File: src/hw/dcte_pkg.sv
`default_nettype none
package dcte_pkg;
   // bus and field widths
   localparam int ADDR_W  = 16;
   localparam int DATA_W  = 16;
   localparam int TSEL_W  = 4;
   localparam int WB_AW   = 8;
   // register map, byte addresses
   localparam logic [7:0] REG_GLOBAL = 8'h00;
   localparam logic [7:0] REG_STATUS = 8'h04;
   localparam logic [7:0] CH_BASE    = 8'h20;
   localparam logic [1:0] CH_CTL     = 2'h0;
   localparam logic [1:0] CH_SRC     = 2'h1;
   localparam logic [1:0] CH_DST     = 2'h2;
   localparam logic [1:0] CH_CNT     = 2'h3;
   localparam int         GLB_NMI_BIT = 0;
   // address step encodings
   localparam logic [1:0] STEP_DEC = 2'h2;
   localparam logic [1:0] STEP_INC = 2'h3;
   // transfer modes
   localparam logic [2:0] MODE_SINGLE     = 3'h0;
   localparam logic [2:0] MODE_BLOCK      = 3'h1;
   localparam logic [2:0] MODE_BURST      = 3'h2;
   localparam logic [2:0] MODE_REP_SINGLE = 3'h4;
   localparam logic [2:0] MODE_REP_BLOCK  = 3'h5;
   localparam logic [2:0] MODE_REP_BURST  = 3'h6;
   // burst interleave timing in moves and cycles
   localparam logic [1:0] BURST_RUN = 2'h3; // last of four moves
   localparam logic [1:0] BURST_GAP = 2'h1; // last of two free cycles
   localparam logic [TSEL_W-1:0] EXT_TRIG_SEL = 4'h0;
   localparam logic [15:0] CTL_RESET = 16'h0000;
   // channel control word
   typedef struct packed {
      logic              reserved;
      logic [TSEL_W-1:0] triggerSourceSel;
      logic              triggerLevelSel;
      logic              channelArm;
      logic              srcWidthSel;   // 1 = byte
      logic              dstWidthSel;   // 1 = byte
      logic [1:0]        srcAddrStepSel;
      logic [1:0]        dstAddrStepSel;
      logic [2:0]        transferModeSel;
   } dcte_ctl_type;
   typedef enum logic [2:0] {
      ST_IDLE  = 3'b000,
      ST_SYNC  = 3'b001,
      ST_READ  = 3'b010,
      ST_WRITE = 3'b011,
      ST_WAIT  = 3'b100,
      ST_GAP   = 3'b101,
      ST_HOLD  = 3'b110
   } dcte_state_type;
endpackage
`default_nettype wire

File: src/hw/dcte_core.sv
`timescale 1ns/1ps
`default_nettype none
module dcte_core
   import dcte_pkg::*;
#(
   parameter int NUM_CH = 3
) (
   // clock and reset
   input  wire logic                 core_clk,
   input  wire logic                 rstn,
   // wishbone register slave
   input  wire logic                 wb_cyc_i,
   input  wire logic                 wb_stb_i,
   input  wire logic                 wb_we_i,
   input  wire logic [WB_AW-1:0]     wb_adr_i,
   input  wire logic [3:0]           wb_sel_i,
   input  wire logic [31:0]          wb_dat_i,
   output logic      [31:0]          wb_dat_o,
   output logic                      wb_ack_o,
   // triggers and abort
   input  wire logic                 externalTriggerIn,
   input  wire logic [14:0]          periphTriggerIn,
   input  wire logic                 nmiIn,
   // system memory bus
   output logic      [ADDR_W-1:0]    memAddr,
   output logic                      memRd,
   output logic                      memWr,
   output logic      [1:0]           memBe,
   output logic      [DATA_W-1:0]    memWdata,
   input  wire logic [DATA_W-1:0]    memRdata,
   output logic                      cpuHalt
);
   localparam int CH_W = (NUM_CH > 1) ? $clog2(NUM_CH) : 1;

   dcte_ctl_type         ctl       [NUM_CH];
   logic [ADDR_W-1:0]    srcPtr    [NUM_CH];
   logic [ADDR_W-1:0]    dstPtr    [NUM_CH];
   logic [15:0]          cnt       [NUM_CH];
   logic [ADDR_W-1:0]    tSrc      [NUM_CH];
   logic [ADDR_W-1:0]    tDst      [NUM_CH];
   logic [15:0]          cntTemp   [NUM_CH];
   logic [NUM_CH-1:0]    loaded;
   logic [NUM_CH-1:0]    doneFlag;
   logic [NUM_CH-1:0]    pending;
   logic [NUM_CH-1:0]    trigPrev;
   logic [NUM_CH-1:0]    selTrig;
   logic [NUM_CH-1:0]    levelMode;
   logic [NUM_CH-1:0]    req;
   logic                 nmiAbortEn;
   dcte_state_type       state;
   dcte_state_type       next_state;
   logic [CH_W-1:0]      curCh;
   logic [CH_W-1:0]      pickCh;
   logic [1:0]           burstCnt;
   logic [1:0]           gapCnt;
   logic [TSEL_W**2-1:0] trigVec;
   dcte_ctl_type         curCtl;
   logic [ADDR_W-1:0]    curSrc;
   logic [ADDR_W-1:0]    curDst;
   logic [15:0]          curCnt;
   logic                 curTrig;
   logic                 loadNow;
   logic                 endNow;
   logic                 abortNow;
   logic                 wbWr;
   logic [7:0]           chOff;
   logic [3:0]           chSel;
   logic                 chHit;
   logic [ADDR_W-1:0]    readAddr;
   logic [7:0]           src_width_sel;

   // step a pointer by its own access width
   function automatic logic [ADDR_W-1:0] stepAddr(input logic [ADDR_W-1:0] a, input logic [1:0] sel,
                                                   input logic byteW);
      logic [ADDR_W-1:0] delta;
      delta = byteW ? 16'h0001 : 16'h0002;
      case (sel)
         STEP_INC: stepAddr = a + delta;
         STEP_DEC: stepAddr = a - delta;
         default:  stepAddr = a;
      endcase
   endfunction

   // merge a 16-bit register with the low two byte lanes
   function automatic logic [15:0] laneMerge(input logic [15:0] old, input logic [31:0] d,
                                              input logic [3:0] sel);
      laneMerge = {sel[1] ? d[15:8] : old[15:8], sel[0] ? d[7:0] : old[7:0]};
   endfunction

   // current channel views
   assign curCtl   = ctl[curCh];
   assign curSrc   = tSrc[curCh];
   assign curDst   = tDst[curCh];
   assign curCnt   = cnt[curCh];
   assign curTrig  = selTrig[curCh];
   assign trigVec  = {periphTriggerIn, externalTriggerIn};
   assign loadNow  = (state == ST_SYNC) && !loaded[curCh];
   assign endNow   = (state == ST_WAIT) && (curCnt == 16'h0000);
   // a move already on the bus always completes before an abort
   assign abortNow = nmiIn && nmiAbortEn && (state inside {ST_SYNC, ST_WAIT, ST_GAP, ST_HOLD});
   assign cpuHalt  = state inside {ST_SYNC, ST_READ, ST_WRITE, ST_WAIT};
   assign readAddr = loadNow ? srcPtr[curCh] : curSrc;

   // register decode
   assign chOff = wb_adr_i - CH_BASE;
   assign chSel = chOff[7:4];
   assign chHit = (wb_adr_i >= CH_BASE) && (chOff < 8'(NUM_CH * 16));
   assign wbWr  = wb_cyc_i && wb_stb_i && wb_we_i && wb_ack_o;

   // per-channel trigger selection and request
   for (genvar c = 0; c < NUM_CH; c++) begin : g_trig
      assign selTrig[c]   = trigVec[ctl[c].triggerSourceSel];
      // level sensing only honoured on the external input
      assign levelMode[c] = ctl[c].triggerLevelSel && (ctl[c].triggerSourceSel == EXT_TRIG_SEL);
      // zero count never requests a move
      assign req[c] = ctl[c].channelArm && (cnt[c] != 16'h0000) &&
                      (levelMode[c] ? selTrig[c] : pending[c]);
   end

   // edge detect; an event before arming leaves no pending request
   always_ff @(posedge core_clk) begin
      if (!rstn) begin
         trigPrev <= '0;
         pending  <= '0;
      end else begin
         trigPrev <= selTrig;
         for (int c = 0; c < NUM_CH; c++) begin
            // edges during an own block or burst are dropped, single mode keeps them
            if (selTrig[c] && !trigPrev[c] && ctl[c].channelArm &&
                !(state != ST_IDLE && curCh == CH_W'(c) &&
                  (ctl[c].transferModeSel[1] || ctl[c].transferModeSel[0]))) begin
               pending[c] <= 1'b1;
            end else if ((state == ST_SYNC && curCh == CH_W'(c)) || !ctl[c].channelArm) begin
               pending[c] <= 1'b0;
            end
         end
      end
   end

   // fixed priority, channel zero wins
   always_comb begin
      pickCh = '0;
      for (int c = NUM_CH - 1; c >= 0; c--) begin
         if (req[c]) begin
            pickCh = CH_W'(c);
         end
      end
   end

   // transfer sequencer
   always_comb begin
      next_state = state;
      case (state)
         ST_IDLE: begin
            if (|req) begin
               next_state = ST_SYNC;
            end
         end
         ST_SYNC:  next_state = ST_READ;
         ST_READ:  next_state = ST_WRITE;
         ST_WRITE: next_state = ST_WAIT;
         ST_WAIT: begin
            if (curCnt == 16'h0000) begin
               // repeated burst starts over with no trigger
               next_state = (curCtl.transferModeSel[2] && curCtl.transferModeSel[1] && curCtl.channelArm)
                            ? ST_SYNC : ST_IDLE;
            end else if (!(curCtl.transferModeSel[1] || curCtl.transferModeSel[0])) begin
               next_state = ST_IDLE;
            end else if (curCtl.transferModeSel[1] && !curCtl.channelArm) begin
               next_state = ST_IDLE;
            end else if (levelMode[curCh] && !curTrig) begin
               next_state = ST_HOLD;
            end else if (curCtl.transferModeSel[1] && burstCnt == BURST_RUN) begin
               next_state = ST_GAP;
            end else begin
               next_state = ST_READ;
            end
         end
         ST_GAP: begin
            if (!curCtl.channelArm) begin
               next_state = ST_IDLE;
            end else if (gapCnt == BURST_GAP) begin
               next_state = ST_READ;
            end
         end
         ST_HOLD: begin
            // a register rewrite drops the frozen block
            if (!loaded[curCh]) begin
               next_state = ST_IDLE;
            end else if (curTrig) begin
               next_state = ST_READ;
            end
         end
         default: next_state = ST_IDLE;
      endcase
      if (abortNow) begin
         next_state = ST_IDLE;
      end
   end

   // state, channel and interleave counters
   always_ff @(posedge core_clk) begin
      if (!rstn) begin
         state    <= ST_IDLE;
         curCh    <= '0;
         burstCnt <= 2'h0;
         gapCnt   <= 2'h0;
      end else begin
         state <= next_state;
         if (state == ST_IDLE) begin
            curCh <= pickCh;
         end
         if (state == ST_SYNC) begin
            burstCnt <= 2'h0;
         end else if (state == ST_WAIT) begin
            burstCnt <= burstCnt + 2'h1;
         end
         gapCnt <= (state == ST_GAP) ? gapCnt + 2'h1 : 2'h0;
      end
   end

   // working copies taken at start, stepped after each move
   always_ff @(posedge core_clk) begin
      if (!rstn) begin
         for (int c = 0; c < NUM_CH; c++) begin
            tSrc[c]    <= '0;
            tDst[c]    <= '0;
            cntTemp[c] <= 16'h0000;
         end
      end else if (loadNow) begin
         tSrc[curCh]    <= srcPtr[curCh];
         tDst[curCh]    <= dstPtr[curCh];
         cntTemp[curCh] <= curCnt;
      end else if (state == ST_WRITE) begin
         tSrc[curCh] <= stepAddr(curSrc, curCtl.srcAddrStepSel, curCtl.srcWidthSel);
         tDst[curCh] <= stepAddr(curDst, curCtl.dstAddrStepSel, curCtl.dstWidthSel);
      end
   end

   // byte picked from the source lane
   assign src_width_sel = (curCtl.srcWidthSel && curSrc[0]) ? memRdata[15:8] : memRdata[7:0];

   // memory bus: read cycle, write cycle, then the wait cycle
   always_ff @(posedge core_clk) begin
      if (!rstn) begin
         memAddr  <= '0;
         memRd    <= 1'b0;
         memWr    <= 1'b0;
         memBe    <= 2'h0;
         memWdata <= '0;
      end else begin
         memRd <= 1'b0;
         memWr <= 1'b0;
         if (next_state == ST_READ) begin
            memRd   <= 1'b1;
            memAddr <= readAddr;
            memBe   <= curCtl.srcWidthSel ? (readAddr[0] ? 2'h2 : 2'h1) : 2'h3;
         end
         if (state == ST_READ) begin
            memWr   <= 1'b1;
            memAddr <= curDst;
            if (curCtl.dstWidthSel) begin
               memWdata <= {src_width_sel, src_width_sel};
               memBe    <= curDst[0] ? 2'h2 : 2'h1;
            end else begin
               memWdata <= curCtl.srcWidthSel ? {8'h00, src_width_sel} : memRdata;
               memBe    <= 2'h3;
            end
         end
      end
   end

   // channel registers; a software write in the same cycle beats the engine
   always_ff @(posedge core_clk) begin
      if (!rstn) begin
         for (int c = 0; c < NUM_CH; c++) begin
            ctl[c]    <= CTL_RESET;
            srcPtr[c] <= '0;
            dstPtr[c] <= '0;
            cnt[c]    <= 16'h0000;
         end
         loaded <= '0;
      end else begin
         if (loadNow) begin
            loaded[curCh] <= 1'b1;
         end
         if (state == ST_WRITE) begin
            cnt[curCh] <= curCnt - 16'h0001;
         end
         if (endNow) begin
            cnt[curCh]    <= cntTemp[curCh];
            loaded[curCh] <= 1'b0;
            if (!curCtl.transferModeSel[2]) begin
               ctl[curCh].channelArm <= 1'b0;
            end
         end
         if (abortNow) begin
            ctl[curCh].channelArm <= 1'b0;
         end
         for (int c = 0; c < NUM_CH; c++) begin
            if (wbWr && chHit && chSel == 4'(c)) begin
               loaded[c] <= 1'b0;
               case (wb_adr_i[3:2])
                  CH_CTL:  ctl[c]    <= laneMerge(ctl[c], wb_dat_i, wb_sel_i);
                  CH_SRC:  srcPtr[c] <= laneMerge(srcPtr[c], wb_dat_i, wb_sel_i);
                  CH_DST:  dstPtr[c] <= laneMerge(dstPtr[c], wb_dat_i, wb_sel_i);
                  default: cnt[c]    <= laneMerge(cnt[c], wb_dat_i, wb_sel_i);
               endcase
            end
         end
      end
   end

   // global control and done flags; hardware set wins over write-one-to-clear
   always_ff @(posedge core_clk) begin
      if (!rstn) begin
         nmiAbortEn <= 1'b0;
         doneFlag   <= '0;
      end else begin
         if (wbWr && wb_adr_i == REG_GLOBAL && wb_sel_i[0]) begin
            nmiAbortEn <= wb_dat_i[GLB_NMI_BIT];
         end
         for (int c = 0; c < NUM_CH; c++) begin
            if (endNow && curCh == CH_W'(c)) begin
               doneFlag[c] <= 1'b1;
            end else if (wbWr && wb_adr_i == REG_STATUS && wb_sel_i[0] && wb_dat_i[c]) begin
               doneFlag[c] <= 1'b0;
            end
         end
      end
   end

   // wishbone answer one cycle after the request; unmapped reads give zero
   always_ff @(posedge core_clk) begin
      if (!rstn) begin
         wb_ack_o <= 1'b0;
         wb_dat_o <= 32'h0000_0000;
      end else begin
         wb_ack_o <= wb_cyc_i && wb_stb_i && !wb_ack_o;
         wb_dat_o <= 32'h0000_0000;
         if (wb_adr_i == REG_GLOBAL) begin
            wb_dat_o[GLB_NMI_BIT] <= nmiAbortEn;
         end else if (wb_adr_i == REG_STATUS) begin
            wb_dat_o[NUM_CH-1:0] <= doneFlag;
         end else if (chHit) begin
            case (wb_adr_i[3:2])
               CH_CTL:  wb_dat_o[15:0] <= ctl[chSel[CH_W-1:0]];
               CH_SRC:  wb_dat_o[15:0] <= srcPtr[chSel[CH_W-1:0]];
               CH_DST:  wb_dat_o[15:0] <= dstPtr[chSel[CH_W-1:0]];
               default: wb_dat_o[15:0] <= cnt[chSel[CH_W-1:0]];
            endcase
         end
      end
   end

   // checks
   chk_src_step: assert property (@(posedge core_clk) disable iff (!rstn)
      (state == ST_WRITE && curCtl.srcAddrStepSel == STEP_INC) |=>
      curSrc == $past(curSrc) + ($past(curCtl.srcWidthSel) ? 16'h0001 : 16'h0002))
      else $error("source pointer did not step up");
   chk_dst_step: assert property (@(posedge core_clk) disable iff (!rstn)
      (state == ST_WRITE && curCtl.dstAddrStepSel == STEP_DEC) |=>
      curDst == $past(curDst) - ($past(curCtl.dstWidthSel) ? 16'h0001 : 16'h0002))
      else $error("destination pointer did not step down");
   chk_word_byte: assert property (@(posedge core_clk) disable iff (!rstn)
      (state == ST_READ && curCtl.dstWidthSel && !curCtl.srcWidthSel) |=>
      memWr && memWdata[7:0] == $past(memRdata[7:0]))
      else $error("word to byte did not keep low byte");
   chk_byte_word: assert property (@(posedge core_clk) disable iff (!rstn)
      (state == ST_WRITE && curCtl.srcWidthSel && !curCtl.dstWidthSel) |->
      memWdata[15:8] == 8'h00 && memBe == 2'h3)
      else $error("byte to word upper byte not cleared");
   chk_arm_clear: assert property (@(posedge core_clk) disable iff (!rstn)
      (endNow && !curCtl.transferModeSel[2] && !wbWr) |=> !ctl[$past(curCh)].channelArm)
      else $error("arm not cleared at count end");
   chk_zero_count: assert property (@(posedge core_clk) disable iff (!rstn)
      (state == ST_SYNC) |-> curCnt != 16'h0000)
      else $error("transfer started with zero count");
   chk_done_set: assert property (@(posedge core_clk) disable iff (!rstn)
      endNow |=> doneFlag[$past(curCh)] && cnt[$past(curCh)] == $past(cntTemp[curCh]))
      else $error("count end without reload and done");
   chk_move_timing: assert property (@(posedge core_clk) disable iff (!rstn)
      (state == ST_READ) |-> memRd ##1 (state == ST_WRITE && memWr) ##1 (state == ST_WAIT && !memWr))
      else $error("move did not take read, write, wait");
   chk_burst_gap: assert property (@(posedge core_clk) disable iff (!rstn)
      $rose(state == ST_GAP) |-> (!cpuHalt)[*2] ##1 (state != ST_GAP))
      else $error("burst gap not two free cycles");
   chk_halt_move: assert property (@(posedge core_clk) disable iff (!rstn)
      (state == ST_SYNC && !abortNow) |-> cpuHalt ##1 cpuHalt ##1 cpuHalt ##1 cpuHalt)
      else $error("cpu not halted during move");
endmodule
`default_nettype wire

File: config.mk
export PLATFORM = sky130hd
export DESIGN_NAME = dcte_core
export DESIGN_NICKNAME = d
export VERILOG_FILES = /design/src/hw/dcte_pkg.sv /design/src/hw/dcte_core.sv
export SDC_FILE = /design/constraint.sdc
export NUM_CORES = 1
export LEC_CHECK = 0
export BUFFER_PORTS_ARGS = -buffer_cell sky130_fd_sc_hd__buf_2
export CORE_MARGIN = 5
export CORE_UTILIZATION = 55
export CTS_CLUSTER_SIZE = 30
export DETAILED_ROUTE_END_ITERATION = 8
export PLACE_DENSITY_LB_ADDON = 0.3
export SKIP_LAST_GASP = 1
export SLEW_MARGIN = 20
export SYNTH_ARGS = -nofsm -noshare
export SYNTH_HDL_FRONTEND = slang
export SYNTH_SLANG_ARGS = --single-unit
File: constraint.sdc
create_clock -name core_clk -period 7.65 [get_ports core_clk]
set_input_delay 1.53 -clock core_clk [delete_from_list [all_inputs] [get_ports core_clk]]
set_output_delay 1.53 -clock core_clk [all_outputs]
set_load 0.03 [all_outputs]
# Word level (Yosys, flattened, before mapping)
# Memory sizes are Yosys's and may differ from the RTL's. A register that Yosys moved wholly into a read port is not among the register bits.
# Index checks and enable logic that the tools add are counted.
[word_totals] elab_cells=504 ram_bits=336 in_bits=82 register_bits=91 romBits=0 latchBits=0 n_memories=7
[op_classes] n_reduce_logical=123 bitwise_logic=83 addsub=8 div_mod_pow=0 n_mux=207 n_lt_le_gt_ge=7 multipliers=0 n_eq_ne=44 shifts=0
[mem_list] name="cnt" depth=3 width=16 read_ports=5 rd_clocked_by_memory_dff=1 wr=4 line="dcte_core.sv:38" source="logic [15:0] cnt [NUM_CH];"
[mem_list] name="cntTemp" depth=3 width=16 read_ports=1 rd_clocked_by_memory_dff=1 wr=3 line="dcte_core.sv:41" source="logic [15:0] cntTemp [NUM_CH];"
[mem_list] name="ctl" depth=3 width=16 read_ports=5 rd_clocked_by_memory_dff=1 wr=4 line="dcte_core.sv:35" source="dcte_ctl_type ctl [NUM_CH];"
[mem_list] name="dstPtr" depth=3 width=16 read_ports=2 rd_clocked_by_memory_dff=1 wr=3 line="dcte_core.sv:37" source="logic [ADDR_W-1:0] dstPtr [NUM_CH];"
[mem_list] name="srcPtr" depth=3 width=16 read_ports=2 rd_clocked_by_memory_dff=1 wr=3 line="dcte_core.sv:36" source="logic [ADDR_W-1:0] srcPtr [NUM_CH];"
[mem_list] name="tDst" depth=3 width=16 read_ports=1 rd_clocked_by_memory_dff=1 wr=3 line="dcte_core.sv:40" source="logic [ADDR_W-1:0] tDst [NUM_CH];"
[mem_list] name="1 more memories"
[ops] cell="2-to-1 mux 16 bit" n=24
[ops] cell="2-to-1 mux 8 bit" n=37
[ops] cell="2-to-1 mux 1 bit" n=90
[ops] cell="one-hot mux 16 bit (2 select lines)" n=2
[ops] cell="logical AND 1 bit" n=57
[ops] cell="2-to-1 mux 2 bit" n=28
[ops] cell="one-hot mux 16 bit (3 select lines)" n=1
[ops] cell="nonzero test 16 bit" n=3
[ops] cell="OR reduction 16 bit" n=3
[ops] cell="2-to-1 mux 3 bit" n=15
[ops] cell="equality test 2 bit, second input constant" n=19
[ops] cell="bitwise AND 1 bit" n=34
[ops] cell="adder 16 x 2 -> 16 bit" n=2
[ops] cell="subtractor 16 x 2 -> 16 bit" n=2
[ops] cell="AND reduction 2 bit" n=13
[ops] cell="OR 1 bit" n=24
[ops] cell="one-hot mux 3 bit (7 select lines)" n=1
[ops] cell="NOT 1 bit" n=20
[ops] cell="zero test 16 bit" n=1
[ops] cell="zero test 4 bit" n=4
[ops] cell="subtractor 16 x 1 -> 16 bit, second input constant" n=1
[ops] cell="less-than comparator 4 x 5 -> 1 bit, second input constant" n=3
[ops] cell="nonzero test 2 bit" n=7
[ops] cell="zero test 1 bit" n=13
[ops] cell="32 further kinds" n=68

# Depth between registers and ports, before layout
# An unclocked memory read counts as a cell.
[depth] word_depth=16 ltp_mapped=21 depth_no_buf=16

# Worst setup path before layout
# OpenSTA, ideal clock, no wires.
[synth_timing] kind="reg2reg" from="register (tool-made name)" to="memory tDst[0][15] (data pin)" period_less_slack_ps=5636 arrival_ps=5365 slack_ps=2014 n_path_buf=6 required_ps=7378 stages_incl_launch_ff=20 cell_sequence="dfxtp_1 > buf_2 > buf_4 > buf_2 > buf_2 > buf_2 > buf_1 > nor2_1 > a211oi_1 > and2_1 > ha_1 > nor2b_1 > o21ai_0 > a21o_1 > a311o_1 > a21oi_1 > a2111oi_0 > xor2_1 > mux2i_1 > nor3_1"
[synth_rtl] item="to (decl)" line="dcte_core.sv:40"

==> reports/qor.csv <==
metric;value;unit
status;complete, no violations;
Worst Setup Slack, final;1810;ps
RSZ-0062 raised after global routing;false;
initial antenna violation count;5;
Die Y;223;µm
arrival time worst endpoint;6070;ps
Routed WL;74100;µm
Layout Cells excl Fill;2953;
Die X;223;µm
critical path cell sequence;mux2_2, o21ai_0, inv_1, nor4_1, nand4_1, or3_1, or2_1, a21oi_4, o211ai_2, o211ai_1;
PnR Total Power;5.71;mW
Worst Tran Pin Value;1090;ps
Async SR Flop Fraction;0;
Fill cells;3524;
IO buf count;117;
Mean Syn Cell Area;11.2;µm²
Synth Instances;2231;
largest net degree at the start of global routing;63;
# nets final;2424;
CTS tree;done;
htree depth;2;
clock tree buffer depth;3;
power density cells;206;nW/µm²
# IOs;152;
share of layout cells above drive strength 1;0.156;
pre-CTS setup slack;1880;ps
CP endpoint kind;register;
vias in the first global route;18408;
Total GRT Usage;0.290;
Clk Latency, worst-skew pair;610;ps
final clock skew;29.4;ps
DP HPWL;49900;µm
delay-heaviest family, CP;simple AND/OR/NAND/NOR gates;
worst min-delay path class;register to register;
Top Layer Used;met4;
Post-synth EDFFs;397;
Detail Route Antenna Nets;0;
Initial Util;0.553;
metal3 WL;9160;µm
maximum fanout along the worst path;39;
vias;19163;
Core Region;45200;µm²
global placement routability congestion;0.930;
final hold vios;0;
VDD IR max;146;µV
detailed-route DRC error count;0;
wire length per cell;25.1;µm
Post-CTS Hold Fix Bufs;0;
register area share after synthesis;0.541;
Top FF cell, synth;edfxtp_1;
clock buffer count from CTS;50;
row cnt;78;
Multi-input gate area;10600;µm²
post-synthesis register bit count;477;
Max Fclk;171;MHz
post-synthesis to final-layout area growth;11.0;%
DRT Pass-1 Iters;8;
cts repair resizes;0;
M1 WL;28100;µm
Worst Path Required;7880;ps
Final Cycle Share;0.764;
commonest non-fill, non-tap cell in the layout;edfxtp_1;
LEAKAGE;10.3;nW
Worst slew margin;0.272;
total gr overflow;0;
metal2 WL;34100;µm
Ys Warns;0;
DIE AREA;49800;µm²
first-pass GRT wire length;111000;µm
placed cell count;2851;
root buffer cell;clkbuf_16;
max-cap violations;0;
Reg clk slew, reported paths;60;ps
Post-CTS Setup Bufs;0;
crit path max-delay cell type;dfxtp_4;
Iteration-0 DRC Markers;2560;
crit path time final;5840;ps
final setup TNS;0;ps
crit-path max cell delay;770;ps
TritonCTS Sinks;477;
drt via density;6.49;
Buf/Inv on CP;1;
final setup fails;0;
most frequent cells in the layout;edfxtp_1 (397), nor2_1 (268), nand2_1 (183);
Worst setup SP type;register;
CP Class;register to register;
Cell variety after synth;71;
register area;13500;µm²
utilization after layout;0.614;
fin. max-slew vios;0;
mapped cell area;25000;µm²
per-layer routing:
| layer | GRT usage | up-vias |
|---|---|---|
| li1 | - | 8445 |
| met1 | 0.401 | 9314 |
| met2 | 0.452 | 1224 |
| met3 | 0.0724 | 180 |
| met4 | 0.0998 | 0 |
| met5 | 0 | - |
flip-flops by register name, summed over array words and instances, names as in the netlist, 2 cells and up, named ones only:
register and flops:
trigPrev 3, srcPtr 48, memBe 2, burstCnt 2, ctl 48, memAddr 16
loaded 3, curCh 2, doneFlag 3, tSrc 64, cntTemp 64, pending 3
tDst 64, cnt 64, gapCnt 2, state 3, dstPtr 48, memWdata 16
wb_dat_o 16
synthesized netlist by cell type (19+ instances only):
master      n  share of area
a221oi_1   25         0.0088
edfxtp_1  397           0.48
nor2_1    270          0.041
and2_1     97          0.024
dfxtp_1    80          0.064
o21ai_0   160          0.032
a211oi_1   30         0.0090
mux4_2     88          0.079
nand3_1    92          0.018
buf_2      21         0.0042
inv_1      58         0.0087
clkbuf_1  102          0.015
ha_1       37          0.019
nor3_1     40         0.0080
o211ai_1   32         0.0096
buf_1      23         0.0035
a21oi_1   123          0.025
nor4_1     19         0.0048
mux2i_1   109          0.044
nand2_1   183          0.027
nor2b_1    26         0.0065
metrics by stage:
stage / hold WS [ps] / area (µm²)
2_1_floorplan: 399 / 25100
3_3_place_gp: 407 / 26100
3_5_place_dp: 420 / 26100
4_1_cts: 429 / 27700
5_1_grt: 437 / 27700
6_report: 422 / 27700
area by class of cell:
class	instances	area share
inverter	60	0.00812
multi-input combinational	1546	0.384
clock inverter	20	0.00645
tap	600	0.0271
timing repair buffer	168	0.0350
sequential	477	0.488
antenna	8	0.000722
clock buffer	74	0.0513
kinds of logic (layout without fill, tap and decap cells):
logic type	Yosys count	after routing	share of synthesized area
simple gates	784	784	0.145
fa+ha+maj	39	39	0.0201
buf+inv	223	322	0.0371
xor+xnor	36	36	0.0126
flops	477	477	0.541
mux	214	214	0.131
compound gates	457	457	0.113
other cells	1	24	0.000150
power breakdown:
group	switching [mW]	internal, mW	total (mW)
clock network	1.03	1.36	2.39
logic	0.284	0.140	0.424
registers	0.0335	2.87	2.90
total	1.34	4.37	5.71
final timing paths:
check | endpoint | startpoint | cells past startpoint | slack [ps]
setup / recovery | cnt[2][12] | register | 10 | 1810
hold reg to reg | gapCnt[0] | gapCnt[0] | 1 | 420
setup reg to reg | cnt[2][12] | register | 10 | 1810
hold / removal | gapCnt[0] | gapCnt[0] | 1 | 420
worst reg2reg max path, delay by kind of cell (launching register included):
family,cells,cell delay [ps]
DFF,1,770
buffers and inverters,1,200
muxes,1,440
AOI/OAI and AO/OA,4,2030
and+or+nand+nor,4,2030
(Power assumes the default switching activity.)
